$ cat config.mk
export PLATFORM = sky130hd
export DESIGN_NAME = tire_sensor_mode_and_wake_timer
export DESIGN_NICKNAME = d
export VERILOG_FILES = /design/src/hdl/pin_sync.v /design/src/hdl/tire_sensor_mode_and_wake_timer.v
export VERILOG_INCLUDE_DIRS = /design/src /design/src/hdl
export SDC_FILE = /design/constraint.sdc
export NUM_CORES = 1
export LEC_CHECK = 0
export BUFFER_PORTS_ARGS = -buffer_cell sky130_fd_sc_hd__buf_2
export CELL_PAD_IN_SITES_DETAIL_PLACEMENT = 1
export CELL_PAD_IN_SITES_GLOBAL_PLACEMENT = 2
export CORE_MARGIN = 5
export CORE_UTILIZATION = 33
export DETAILED_ROUTE_END_ITERATION = 7
export MAX_ROUTING_LAYER = met4
export PLACE_DENSITY_LB_ADDON = 0.25
export SLEW_MARGIN = 10
export SYNTH_ARGS = -nofsm -noshare
export SYNTH_HDL_FRONTEND = slang
export SYNTH_HIERARCHICAL = 1
export SYNTH_SLANG_ARGS = --single-unit
$ cat constraint.sdc
create_clock -name clk -period 1.9 [get_ports clk]
set_clock_uncertainty 0.05 [all_clocks]
set_input_delay 0.285 -clock clk [delete_from_list [all_inputs] [get_ports clk]]
set_output_delay 0.285 -clock clk [all_outputs]
set_load 0.02 [all_outputs]
$ cat src/hdl/tire_sensor_defines.vh
// Constants for the tire sensor mode controller and wake timer.
// Assumes inclusion by bare name from the design files only.
`ifndef TIRE_SENSOR_DEFINES_VH
`define TIRE_SENSOR_DEFINES_VH

// ----------------------------------------------------------------
// Mode codes, {mode_select_high, mode_select_low}; MODE_TEST comes from test detect
// ----------------------------------------------------------------
`define MODE_W           3
`define MODE_STANDBY     3'h0
`define MODE_PRESSURE    3'h1
`define MODE_TEMPERATURE 3'h2
`define MODE_READ        3'h3
`define MODE_TEST        3'h4

// ----------------------------------------------------------------
// Divider chain
// ----------------------------------------------------------------
`define WAKE_STAGES      14
`define RESET_STAGES     10
`define OSC_FREQ_HZ      5400
`define RST_PULSE_CYC    2'h2
`define RST_CNT_W        2

// ----------------------------------------------------------------
// Serial threshold port
// ----------------------------------------------------------------
`define THR_W            8
`define BIT_CNT_W        4
`define BIT_CNT_FULL     4'h8
`define THR_RESET        8'h00

// ----------------------------------------------------------------
// Measuring channels and synchronised pin positions
// ----------------------------------------------------------------
`define NUM_CH           2
`define CH_PRESSURE      0
`define CH_TEMPERATURE   1
`define PIN_W            7
`define PIN_SEL_LOW      0
`define PIN_SEL_HIGH     1
`define PIN_TEST         2
`define PIN_OSC          3
`define PIN_SCLK         4
`define PIN_SDATA        5
`define PIN_COMP         6

`endif

$ cat src/hdl/pin_sync.v
// Two flip-flop synchroniser for a group of asynchronous pins.
// Assumes inputs arrive from outside the clk domain.
`timescale 1ns/1ps
module pin_sync #(
   parameter WIDTH = 1
) (
   // Clock and reset
   input  wire             clk,
   input  wire             sys_rst,
   // Pins in, synchronised levels out
   input  wire [WIDTH-1:0] pin_in,
   output reg  [WIDTH-1:0] pin_sync_out
);

   reg [WIDTH-1:0] stage_one;

   // ----------------------------------------------------------------
   // Stage one feeds stage two only
   // ----------------------------------------------------------------
   always @(posedge clk) begin
      if (sys_rst) begin
         stage_one    <= {WIDTH{1'b0}};
         pin_sync_out <= {WIDTH{1'b0}};
      end else begin
         stage_one    <= pin_in;
         pin_sync_out <= stage_one;
      end
   end

endmodule

$ cat src/hdl/tire_sensor_mode_and_wake_timer.v
// Mode controller, serial threshold latch and wake/reset divider
// chain of the tire pressure and temperature sensing chip.
// Assumes all pins and the oscillator are asynchronous to clk.
//
// Function
// Decode two select pins into four modes
// Mux, latch, oscillator, dividers always active
// Pressure mode powers and connects pressure circuit
// Low select falls: open mux, then power down
// Temperature mode powers and connects temperature circuit
// High select falls: open mux, then power down
// Selector routes one channel, never both
// 14-stage divider wakes every 16384 cycles
// Further 10-stage divider gives host reset
// Standby: output high, low on wake pulse
// Otherwise output shows comparator against threshold; code does so in read mode only, test mode holds it high
// Host steps thresholds, watches output in read
// Test detect input forces trim/test mode
// MSB first on rising, latch on eighth fall
// Bit counter held reset in measure modes
// Full chain overflow: reset low two cycles
// Measure modes: output high except wake pulses
// Select pins sampled on oscillator before decode
`timescale 1ns/1ps
`include "tire_sensor_defines.vh"
module tire_sensor_mode_and_wake_timer #(
   parameter WAKE_STAGES  = `WAKE_STAGES,
   parameter RESET_STAGES = `RESET_STAGES
) (
   // Clock and reset
   input  wire              clk,
   input  wire              sys_rst,
   // Mode pins and test detect
   input  wire              mode_select_low,
   input  wire              mode_select_high,
   input  wire              test_detect,
   // Oscillator input
   input  wire              low_freq_oscillator,
   // Serial threshold port
   input  wire              serial_clk,
   input  wire              serial_data,
   // Analog comparator result
   input  wire              comparator_result,
   // Analog control
   output reg               pressure_enable,
   output reg               temperature_enable,
   output reg               mux_pressure_sel,
   output reg               mux_temperature_sel,
   output reg               comparator_enable,
   output reg               test_mode,
   output reg  [`THR_W-1:0] threshold_latch,
   // Pins to the host
   output reg               out_pin,
   output reg               reset_out_n
);

   localparam CHAIN_W = WAKE_STAGES + RESET_STAGES;

   // ----------------------------------------------------------------
   // Pin synchronisers
   // ----------------------------------------------------------------
   wire [`PIN_W-1:0] pins_sync;

   pin_sync #(
      .WIDTH (`PIN_W)
   ) u_pin_sync (
      .clk          (clk),
      .sys_rst      (sys_rst),
      .pin_in       ({comparator_result, serial_data, serial_clk,
                      low_freq_oscillator, test_detect,
                      mode_select_high, mode_select_low}),
      .pin_sync_out (pins_sync)
   );

   wire sel_low_s  = pins_sync[`PIN_SEL_LOW];
   wire sel_high_s = pins_sync[`PIN_SEL_HIGH];
   wire test_s     = pins_sync[`PIN_TEST];
   wire osc_s      = pins_sync[`PIN_OSC];
   wire sclk_s     = pins_sync[`PIN_SCLK];
   wire sdata_s    = pins_sync[`PIN_SDATA];
   wire comp_s     = pins_sync[`PIN_COMP];

   // ----------------------------------------------------------------
   // Edge detection on synchronised levels
   // ----------------------------------------------------------------
   reg  osc_prev;
   reg  sclk_prev;
   wire osc_tick   = osc_s & ~osc_prev;
   wire sclk_rise  = sclk_s & ~sclk_prev;
   wire sclk_fall  = ~sclk_s & sclk_prev;

   always @(posedge clk) begin
      if (sys_rst) begin
         osc_prev  <= 1'b0;
         sclk_prev <= 1'b0;
      end else begin
         osc_prev  <= osc_s;
         sclk_prev <= sclk_s;
      end
   end

   // ----------------------------------------------------------------
   // Mode decode
   // ----------------------------------------------------------------
   // Selects are taken only on oscillator ticks so each sequencing
   // step below lasts at least one oscillator cycle.
   reg [`MODE_W-1:0] mode;
   reg [`MODE_W-1:0] next_mode;

   always @* begin
      if (test_s) begin
         next_mode = `MODE_TEST;
      end else if (sel_high_s & sel_low_s) begin
         next_mode = `MODE_READ;
      end else if (sel_low_s) begin
         next_mode = `MODE_PRESSURE;
      end else if (sel_high_s) begin
         next_mode = `MODE_TEMPERATURE;
      end else begin
         next_mode = `MODE_STANDBY;
      end
   end

   always @(posedge clk) begin
      if (sys_rst) begin
         mode <= `MODE_STANDBY;
      end else if (osc_tick) begin
         mode <= next_mode;
      end
   end

   // ----------------------------------------------------------------
   // Measuring circuit and multiplexer sequencing
   // ----------------------------------------------------------------
   // One sequencer per channel. Leaving a channel passes through a
   // hold state, so the mux opens one tick before the power drops and
   // the sample capacitor keeps its charge.
   localparam CH_OFF  = 2'h0;
   localparam CH_ON   = 2'h1;
   localparam CH_HOLD = 2'h2;

   wire               in_pressure = (mode == `MODE_PRESSURE);
   wire               in_temp     = (mode == `MODE_TEMPERATURE);
   wire [`NUM_CH-1:0] chan_req;
   wire [`NUM_CH-1:0] chan_mux;
   wire [`NUM_CH-1:0] chan_pwr;
   wire [`NUM_CH-1:0] chan_linked;
   wire               any_linked  = |chan_linked;

   // One decoded mode never asks for both channels
   assign chan_req[`CH_PRESSURE]    = in_pressure;
   assign chan_req[`CH_TEMPERATURE] = in_temp & ~in_pressure;

   genvar ch;
   generate
      for (ch = 0; ch < `NUM_CH; ch = ch + 1) begin : g_chan
         reg [1:0] state;
         reg [1:0] next_state;

         always @* begin
            case (state)
               CH_OFF: begin
                  if (chan_req[ch]) begin
                     next_state = CH_ON;
                  end else begin
                     next_state = CH_OFF;
                  end
               end
               CH_ON: begin
                  if (chan_req[ch]) begin
                     next_state = CH_ON;
                  end else begin
                     next_state = CH_HOLD;
                  end
               end
               CH_HOLD: begin
                  if (chan_req[ch]) begin
                     next_state = CH_ON;
                  end else begin
                     next_state = CH_OFF;
                  end
               end
               default: begin
                  next_state = CH_OFF;
               end
            endcase
         end

         always @(posedge clk) begin
            if (sys_rst) begin
               state <= CH_OFF;
            end else if (osc_tick) begin
               state <= next_state;
            end
         end

         assign chan_mux[ch]    = (next_state == CH_ON);
         assign chan_pwr[ch]    = (next_state != CH_OFF);
         assign chan_linked[ch] = (state == CH_ON);
      end
   endgenerate

   // Comparator and test mode wait until no channel is linked to the
   // sample capacitor, so neither overlaps a live measurement path.
   always @(posedge clk) begin
      if (sys_rst) begin
         mux_pressure_sel    <= 1'b0;
         mux_temperature_sel <= 1'b0;
         pressure_enable     <= 1'b0;
         temperature_enable  <= 1'b0;
         comparator_enable   <= 1'b0;
         test_mode           <= 1'b0;
      end else if (osc_tick) begin
         mux_pressure_sel    <= chan_mux[`CH_PRESSURE];
         mux_temperature_sel <= chan_mux[`CH_TEMPERATURE];
         pressure_enable     <= chan_pwr[`CH_PRESSURE];
         temperature_enable  <= chan_pwr[`CH_TEMPERATURE];
         comparator_enable   <= (mode == `MODE_READ) & ~any_linked;
         test_mode           <= (mode == `MODE_TEST) & ~any_linked;
      end
   end

   // ----------------------------------------------------------------
   // Divider chain, free running in every mode
   // ----------------------------------------------------------------
   reg  [CHAIN_W-1:0] chain;
   wire               wake_ovf  = &chain[WAKE_STAGES-1:0];
   wire               reset_ovf = &chain;
   reg                wake_pulse;
   reg [`RST_CNT_W-1:0] rst_count;

   always @(posedge clk) begin
      if (sys_rst) begin
         chain      <= {CHAIN_W{1'b0}};
         wake_pulse <= 1'b0;
         rst_count  <= {`RST_CNT_W{1'b0}};
      end else if (osc_tick) begin
         chain      <= chain + {{(CHAIN_W-1){1'b0}}, 1'b1};
         wake_pulse <= wake_ovf;
         if (reset_ovf) begin
            rst_count <= `RST_PULSE_CYC;
         end else if (rst_count != {`RST_CNT_W{1'b0}}) begin
            rst_count <= rst_count - {{(`RST_CNT_W-1){1'b0}}, 1'b1};
         end
      end
   end

   always @(posedge clk) begin
      if (sys_rst) begin
         reset_out_n <= 1'b1;
      end else begin
         reset_out_n <= (rst_count == {`RST_CNT_W{1'b0}});
      end
   end

   // ----------------------------------------------------------------
   // Serial threshold port
   // ----------------------------------------------------------------
   // A corrupted burst is recovered by a pass through a measure mode.
   reg [`THR_W-1:0]     shift_reg;
   reg [`BIT_CNT_W-1:0] bit_count;
   wire                 count_hold = in_pressure | in_temp;

   always @(posedge clk) begin
      if (sys_rst) begin
         shift_reg       <= `THR_RESET;
         bit_count       <= {`BIT_CNT_W{1'b0}};
         threshold_latch <= `THR_RESET;
      end else if (count_hold) begin
         bit_count <= {`BIT_CNT_W{1'b0}};
      end else if (sclk_rise && bit_count != `BIT_CNT_FULL) begin
         shift_reg <= {shift_reg[`THR_W-2:0], sdata_s};
         bit_count <= bit_count + {{(`BIT_CNT_W-1){1'b0}}, 1'b1};
      end else if (sclk_fall && bit_count == `BIT_CNT_FULL) begin
         threshold_latch <= shift_reg;
         bit_count       <= {`BIT_CNT_W{1'b0}};
      end
   end

   // ----------------------------------------------------------------
   // Output pin
   // ----------------------------------------------------------------
   // Comparator power follows read mode one tick late, so it is off for the
   // first tick of read, or two after a measure mode; the pin stays high
   // until it is powered, so a stale result is never shown.
   always @(posedge clk) begin
      if (sys_rst) begin
         out_pin <= 1'b1;
      end else if (mode == `MODE_READ) begin
         if (comparator_enable) begin
            out_pin <= comp_s;
         end else begin
            out_pin <= 1'b1;
         end
      end else if (mode == `MODE_TEST) begin
         out_pin <= 1'b1;
      end else begin
         out_pin <= ~wake_pulse;
      end
   end

endmodule

==> metrics, run 1 <==
CTS Root Cell=clkbuf_8; syn_nets=346; clk slew on worst S/H paths=0.08 ns; Sink Count=78; Final setup viols=0; PortBufs=24; synthesized cell area=0.00312 sq mm; mean area per synthesized cell=9.37 sq um; cts hold-fix bufs=0; Async SR Flop Fraction=0%; largest area contributor in the netlist=dfxtp_1; Post-Route WL=6990 microns; Synth Flop Type=dfxtp_1; fin. max-slew vios=0; vias in the first global route=2575; P_leak=1.46 nW; critical path required time=2.09 ns; Synth-to-Final Area Change=21.2%; placed cell areas=0.00351 sq mm; f_max=539 MHz; clock period minus final worst setup slack=1.86 ns; Worst Tran Pin Value=0.613 ns; diode count=0; kind of critical path=flop to flop; number of flops mapped to enable cells by yosys=0; Post-Syn Instances=333; Iter 0 DRT Violations=42; WL/cell=13.5 microns; layout cells sized above 1=24.2%; area share of the largest cell type after synthesis=50.0%; worst-case clock buffer depth=2; Hold WC Path Type=input pin to flop; std cell rows=35; period utilisation layout=97.7%; unrepaired setup endpoints after global routing=true; unique cell type count in the Yosys netlist=41; filler cell count=1081; final count of hold timing violations=0; synthesis warning total=6; fin nets=396; Final Worst Setup Slack=0.0439 ns; first-pass GRT wire length=12200 microns; relative slew slack=59.0%; pre-CTS setup slack=-0.0449 ns; pwr dens=778 mW/mm^2; overall power=2.94 mW; Setup TNS Final=0 ns; initial antenna violation count=0; Tot GR Track Use=13.7%; max FFs per register=24; hold_ws=0.0807 ns; die height=107 microns; drt drc=0; most frequent cells in the layout=74 x dfxtp_1, 32 x nor2_1, 27 x a21oi_1, 27 x buf_4; detailed placement HPWL=4920 microns; vias per inst=4.82; CTS tree=built; sequential cell area fraction in the yosys report=50.0%; Core Box Area=0.00924 sq mm; Worst Setup Start Kind=flop; Worst Path Arrival=2.05 ns; total number of vias=2490; Synth area leaders=dfxtp_1 50%, mux2i_1 5.1%, a21oi_1 4.3%; Die Wd=107 microns; critical path fanouts, max=6; largest net degree at the start of global routing=47; most common cell after layout, fill and taps aside=dfxtp_1; status=finished, final reports clean; htree depth=3; number of routed nets with antenna violations=0; Worst-Skew Late Latency=0.36 ns; maximum vdd ir drop=0.362 mV; grt ovf=0; drt first pass iters=4; die area=0.0115 sq mm; Top Ports=25; FF+latch count, synth=78; Setup crit end kind=flop; Num CTS Buffers=9; starting density of the core=33.8%; max_cap viols=0; routability cong.=0.752; final instance area=0.00378 sq mm
==> timing repair <==
| item | 4_1_cts | 5_1_grt |
|---|---|---|
| pin swaps | 0 | 5 |
| setup buffers | 0 | 6 |
| resized for setup | 4 | 12 |
| setup endpoints to repair | 4 | 3 |
==> Yosys cell counts (4+ instances only) <==
library cell  count
nor3_1            5
inv_1             9
nand3_1          16
a21oi_1          27
ha_1              4
nand4_1           4
or3_1            11
xnor2_1           9
xor2_1            4
nand3b_1          4
clkbuf_1         10
or4_1             5
nor2b_1           6
nand2_1          24
mux2i_1          16
nor4_1            6
nor2b_2          10
nor3b_1           6
o21ai_0          12
nor2_1           32
nand2b_1          5
dfxtp_1          78
==> worst paths after layout <==
check	from	end	slack (ns)	cells past startpoint
setup reg to reg	chain[0]	chain[22]	0.04	7
hold / removal	comparator_result	u_pin_sync/stage_one[6]	0.08	2
hold reg to reg	u_pin_sync/stage_one[6]	u_pin_sync/pin_sync_out[6]	0.39	1
setup / recovery	chain[0]	chain[22]	0.04	7
==> per-stage QoR <==
| step | std cells | util, % |
|---|---|---|
| 2_1_floorplan | 333 | - |
| 3_3_place_gp | 495 | 38.0 |
| 5_1_grt | 517 | 40.9 |
| 3_5_place_dp | 495 | 38.0 |
| 6_report | 517 | 40.9 |
| 4_1_cts | 511 | 40.0 |
==> logic make-up after synthesis <==
kind of cell | count (synthesis) | share of synthesized area [%]
AOI/OAI and AO/OA | 51 | 9.66
xor gates and xnor gates | 13 | 3.65
adders and majority gates | 4 | 1.60
buffers and inverters | 22 | 2.97
DFF | 78 | 50.0
muxes | 16 | 5.13
and+or+nand+nor | 149 | 27.0
==> where the power goes <==
group / switching [mW] / leakage, nW / total (mW) / internal (mW)
logic: 0.0630 / 0.742 / 0.106 / 0.0431
registers: 0.0120 / 0.634 / 1.66 / 1.65
clock network: 0.680 / 0.0870 / 1.17 / 0.490
==> worst max-delay path: stages, from the launching register on <==
cell	delay, ns
dfxtp_4	0.38
ha_4	0.14
nand3_2	0.09
or4_4	0.56
buf_4	0.18
buf_4	0.13
o21ai_0	0.14
a21oi_1	0.08
==> cell type report <==
| class | instances | area [sq um] | area share [%] |
|---|---|---|---|
| sequential | 78 | 1570 | 41.5 |
| multi-input combinational | 233 | 1500 | 39.7 |
| timing repair buffer | 52 | 334 | 8.83 |
| tap | 129 | 161 | 4.27 |
| clock buffer | 9 | 124 | 3.27 |
| clock inverter | 7 | 55.1 | 1.46 |
| inverter | 9 | 33.8 | 0.893 |
==> routing by layer <==
metal | vias to the layer above | part of all wire, % | GRT usage (%)
met5 | - | 0 | -
met4 | 0 | 2.0 | 6.58
met3 | 11 | 2.3 | 2.52
met2 | 23 | 48 | 21.8
met1 | 1193 | 48 | 16.7
li1 | 1263 | - | -
(Power assumes the default switching activity.)
==> inputs of run 2 (changes only) <==
--- a/config.mk
+++ b/config.mk
@@ -13,7 +13,7 @@
 export CORE_UTILIZATION = 33
 export DETAILED_ROUTE_END_ITERATION = 7
 export MAX_ROUTING_LAYER = met4
-export PLACE_DENSITY_LB_ADDON = 0.25
+export PLACE_DENSITY = 0.74
 export SLEW_MARGIN = 10
 export SYNTH_ARGS = -nofsm -noshare
 export SYNTH_HDL_FRONTEND = slang
==> run 2 against run 1 <==
Worst hold slack better by 0.0062 ns. Cell area is 1.2% higher. Critical path type unchanged. Critical endpoint is now rst_count[1]. Combinational power hardly changed. Flip-flop and latch count stayed put. Clock-buffer cell count is 1 higher. Die area stayed put. Sequential share of layout area is 0.44 points lower. Clock power is 22% higher. First-iteration DRC count is 60% higher. Total power is 9.0% higher. Core utilization is 0.47 points higher.
==> metrics, run 2 (synthesized netlist as in run 1, its figures left out) <==
Hold WC Path Type=input pin to flop; max FFs per register=24; cts hold-fix bufs=0; CTS Root Cell=clkbuf_8; final instance area=0.00383 sq mm; fin. max-slew vios=0; Final setup viols=0; P_leak=1.48 nW; Layout Cells excl Fill=512; critical path required time=2.11 ns; PortBufs=24; critical path's top delay family=compound AO/OA/AOI/OAI gates; clock period minus final worst setup slack=1.84 ns; die area=0.0115 sq mm; Buf+Inv Stages, Crit Path=1; most common cell after layout, fill and taps aside=dfxtp_1; pwr dens=838 mW/mm^2; WL/cell=13.4 microns; Core Box Area=0.00924 sq mm; diode count=0; Worst Setup Start Kind=flop; grt ovf=0; pre-CTS setup slack=-0.0354 ns; std cell rows=35; kind of critical path=flop to flop; Crit-path slowest cell=dfxtp_4; Placed Cells=495; max_cap viols=0; routability cong.=0.756; Num CTS Buffers=9; placed cell areas=0.00352 sq mm; Post-Route WL=6880 microns; Tot GR Track Use=13.1%; htree depth=3; status=finished, final reports clean; overall power=3.21 mW; worst path cell trace=ha_4 -> nand3_2 -> buf_6 -> or3_1 -> o32a_1 -> a221oi_2; layout cells sized above 1=24.3%; relative slew slack=57.5%; clk slew on worst S/H paths=0.08 ns; starting density of the core=33.8%; Worst Tran Pin Value=0.636 ns; initial antenna violation count=0; fin util=41.4%; largest net degree at the start of global routing=45; register area=0.00157 sq mm; Sink Count=78; period utilisation layout=96.8%; Top Ports=25; total number of vias=2450; multi-input logic area=0.00152 sq mm; maximum vdd ir drop=0.368 mV; CTS tree=built; Final Worst Setup Slack=0.0609 ns; die height=107 microns; drt first pass iters=4; vias per inst=4.79; worst-case clock buffer depth=2; critical path fanouts, max=4; Slowest Stage Delay on Critical Path=0.38 ns; most frequent cells in the layout=71 x dfxtp_1, 32 x nor2_1, 27 x a21oi_1, 24 x nand2_1, 24 x buf_2; Setup crit end kind=flop; Worst Path Arrival=2.05 ns; number of routed nets with antenna violations=0; Die Wd=107 microns; Worst-Skew Late Latency=0.36 ns; Synth-to-Final Area Change=22.6%; Iter 0 DRT Violations=67; first-pass GRT wire length=11700 microns; drt drc=0; f_max=544 MHz; vias in the first global route=2526; detailed placement HPWL=4710 microns; filler cell count=1077; final count of hold timing violations=0; fin nets=391
-- run 2: cell types whose count changed in the layout (fill, tap and decap cells not counted), moves of 2 or more --
cell,delta
buf_4,-6
bufinv_16,+2
dfxtp_1,-3
dfxtp_2,+4
inv_6,-3
-- run 2: final timing paths --
check,start,to,slack (ns),depth (start not counted)
max,chain[0],rst_count[1],0.06,6
min,comparator_result,u_pin_sync/stage_one[6],0.09,2
max reg2reg,chain[0],rst_count[1],0.06,6
min reg2reg,u_pin_sync/stage_one[0],u_pin_sync/pin_sync_out[0],0.39,1
-- run 2: timing repair --
action	4_1_cts	5_1_grt
hold endpoints to repair	0	0
endpoints found under the setup margin	5	7
resized for setup	3	15
pin swaps	0	3
setup buffers	0	1
-- run 2: power breakdown --
part	internal, mW	total [mW]	switching [mW]
combinational	0.0434	0.105	0.0617
sequential	1.65	1.67	0.0126
clock	0.783	1.43	0.651
-- run 2: layout make-up --
type | instances | share of cell area (%)
multi-input combinational | 233 | 39.7
sequential | 78 | 41.1
timing repair buffer | 47 | 8.08
clock inverter | 6 | 2.42
inverter | 9 | 0.883
tap | 129 | 4.22
clock buffer | 10 | 3.60
-- run 2: per-layer routing --
metal / global-route usage (%) / vias up / routed length (microns)
met4: 4.66 / 0 / 85
met1: 15.3 / 1168 / 3200
met3: 3.78 / 7 / 231
met5: - / - / 0
li1: - / 1248 / -
met2: 21.4 / 27 / 3370
-- run 2: through the flow --
stage | TNS (ns) | hold WS, ns
6_report | 0 | 0.0868
5_1_grt | -0.0806 | 0.0682
4_1_cts | 0 | 0.0660
3_5_place_dp | -0.0696 | 0.371
3_3_place_gp | 0 | 0.367
2_1_floorplan | 0 | 0.307
==> inputs of run 3 (changes only) <==
--- a/config.mk
+++ b/config.mk
@@ -10,10 +10,10 @@
 export CELL_PAD_IN_SITES_DETAIL_PLACEMENT = 1
 export CELL_PAD_IN_SITES_GLOBAL_PLACEMENT = 2
 export CORE_MARGIN = 5
-export CORE_UTILIZATION = 33
+export CORE_UTILIZATION = 40
 export DETAILED_ROUTE_END_ITERATION = 7
 export MAX_ROUTING_LAYER = met4
-export PLACE_DENSITY = 0.74
+export PLACE_DENSITY = 0.84
 export SLEW_MARGIN = 10
 export SYNTH_ARGS = -nofsm -noshare
 export SYNTH_HDL_FRONTEND = slang
==> constraint.sdc (replaced) <==
create_clock -name clk -period 2.33 [get_ports clk]
set_clock_uncertainty 0.05 [all_clocks]
set_input_delay 0.3495 -clock clk [delete_from_list [all_inputs] [get_ports clk]]
set_output_delay 0.3495 -clock clk [all_outputs]
set_load 0.02 [all_outputs]
==> run 3 against run 2 <==
First-iteration DRC count down 25%. Highest routed layer unchanged. Routed wire length fell by 11%. Largest power group unchanged. Sequential share of layout area rose by 2.7 points. Maximum frequency down 8.2%. Core utilization increased by 5.2 points. Critical path type unchanged. Register-to-register slack gained 0.27 ns. Critical path depth down 2.
==> metrics, run 3 (synthesized netlist as in run 1, its figures left out) <==
diode count=0; Hold WC Path Type=input pin to flop; worst-case clock buffer depth=2; P_leak=1.36 nW; Top Ports=25; total number of vias=2398; Final setup viols=0; unrepaired setup endpoints after global routing=false; PortBufs=24; htree depth=3; clk slew on worst S/H paths=0.09 ns; final count of hold timing violations=0; die height=98.3 microns; cts hold-fix bufs=0; critical path required time=2.57 ns; fin. max-slew vios=0; clock period minus final worst setup slack=2.00 ns; Tot GR Track Use=14.3%; grt ovf=0; kind of critical path=flop to flop; maximum vdd ir drop=0.398 mV; max_cap viols=0; Slowest Stage Delay on Critical Path=0.70 ns; Post-Route WL=6150 microns; most common cell after layout, fill and taps aside=dfxtp_1; Iter 0 DRT Violations=50; vias per inst=5.13; CTS Root Cell=clkbuf_8; die area=0.00967 sq mm; CTS tree=built; pwr dens=695 mW/mm^2; routability cong.=0.776; R2R Setup Slk=0.33 ns; layout cells sized above 1=16.7%; period utilisation layout=86.0%; status=finished, final reports clean; max FFs per register=24; std cell rows=32; relative slew slack=59.2%; Core Box Area=0.00765 sq mm; filler cell count=888; Setup crit end kind=flop; CTS-repair resized insts=0; critical path fanouts, max=12; WL/cell=13.2 microns; number of routed nets with antenna violations=0; Stages on worst setup path=4; Buf+Inv Stages, Crit Path=0; f_max=499 MHz; vias in the first global route=2389; Crit-path slowest cell=or4_1; worst path cell trace=nand4_2 -> or4_1 -> or4_1 -> a21oi_1; Worst Tran Pin Value=0.610 ns; Worst-Skew Late Latency=0.35 ns; Num CTS Buffers=9; critical path's top delay family=simple AND/OR/NAND/NOR gates; Critical Path Source=chain[4]; Worst Path Arrival=2.24 ns; critical path's most frequent cell=or4_1; Setup crit end=chain[20]; Setup TNS Final=0 ns; largest net degree at the start of global routing=46; Setup Buffers After CTS=0; Worst Setup Start Kind=flop; drt drc=0; hold_ws=0.157 ns; worst r2r src=chain[4]; most frequent cells in the layout=78 x dfxtp_1, 32 x nor2_1, 27 x a21oi_1, 24 x nand2_1, 24 x buf_2; fin nets=373; initial antenna violation count=0; Synth-to-Final Area Change=14.3%; starting density of the core=40.8%; drt first pass iters=4; Critical R2R Capture=chain[20]; FF-to-FF path depth=4; detailed placement HPWL=4310 microns; Die Wd=98.3 microns; first-pass GRT wire length=10900 microns; Sink Count=78
==> run 3: layout make-up <==
| class | count | area, sq um | share of cell area, % |
|---|---|---|---|
| flip-flops and latches | 78 | 1560 | 43.8 |
| inverters | 9 | 33.8 | 0.947 |
| multi-input cells | 233 | 1470 | 41.1 |
| clock buffers | 9 | 124 | 3.47 |
| well taps | 102 | 128 | 3.58 |
| clock inverters | 7 | 82.6 | 2.31 |
| repair buffers | 29 | 170 | 4.77 |
==> run 3: per-layer routing <==
layer	vias up	GRT usage [%]	wire, microns
li1	1218	-	-
met4	0	6.93	84
met3	6	3.36	187
met1	1147	17.6	3080
met5	-	-	0
met2	27	21.8	2790
==> run 3: how the worst min path moves through the flow <==
stage	endpoint	cells after the start	start	slack, ns
2_1_floorplan	u_pin_sync/pin_sync_out[4]	1	u_pin_sync/stage_one[4]	0.36
3_3_place_gp	u_pin_sync/pin_sync_out[3]	1	u_pin_sync/stage_one[3]	0.37
3_5_place_dp	u_pin_sync/pin_sync_out[4]	1	u_pin_sync/stage_one[4]	0.37
4_1_cts	u_pin_sync/stage_one[5]	2	serial_data	0.14
5_1_grt	u_pin_sync/stage_one[5]	2	serial_data	0.13
6_report	u_pin_sync/stage_one[2]	2	test_detect	0.16
==> run 3: where the power goes <==
part	switching [mW]	leakage, nW	internal, mW	total [mW]
logic	0.0487	0.631	0.0325	0.0812
registers	0.00907	0.632	1.35	1.36
clock network	0.531	0.0980	0.509	1.04
total	0.589	1.36	1.89	2.48
==> run 3: worst register-to-register path, delay by kind of cell (launching register included) <==
kind               cells  cell delay, ns
and+or+nand+nor        3            1.35
DFF                    1            0.42
AOI/OAI and AO/OA      1            0.14
==> run 3: metrics by stage <==
| step | std cells | setup slack (ns) | cell area, sq um | power, mW | util [%] |
|---|---|---|---|---|---|
| finish | 467 | 0.326 | 3570 | 2.48 | 46.6 |
| global route | 467 | 0.190 | 3570 | 2.60 | 46.6 |
| CTS | 467 | 0.314 | 3570 | 2.52 | 46.6 |
| detailed placement | 451 | 0.311 | 3360 | 1.47 | 43.9 |
| global placement | 451 | 0.382 | 3360 | 1.47 | 43.9 |
| floorplan | 333 | 0.499 | 3120 | 1.44 | - |
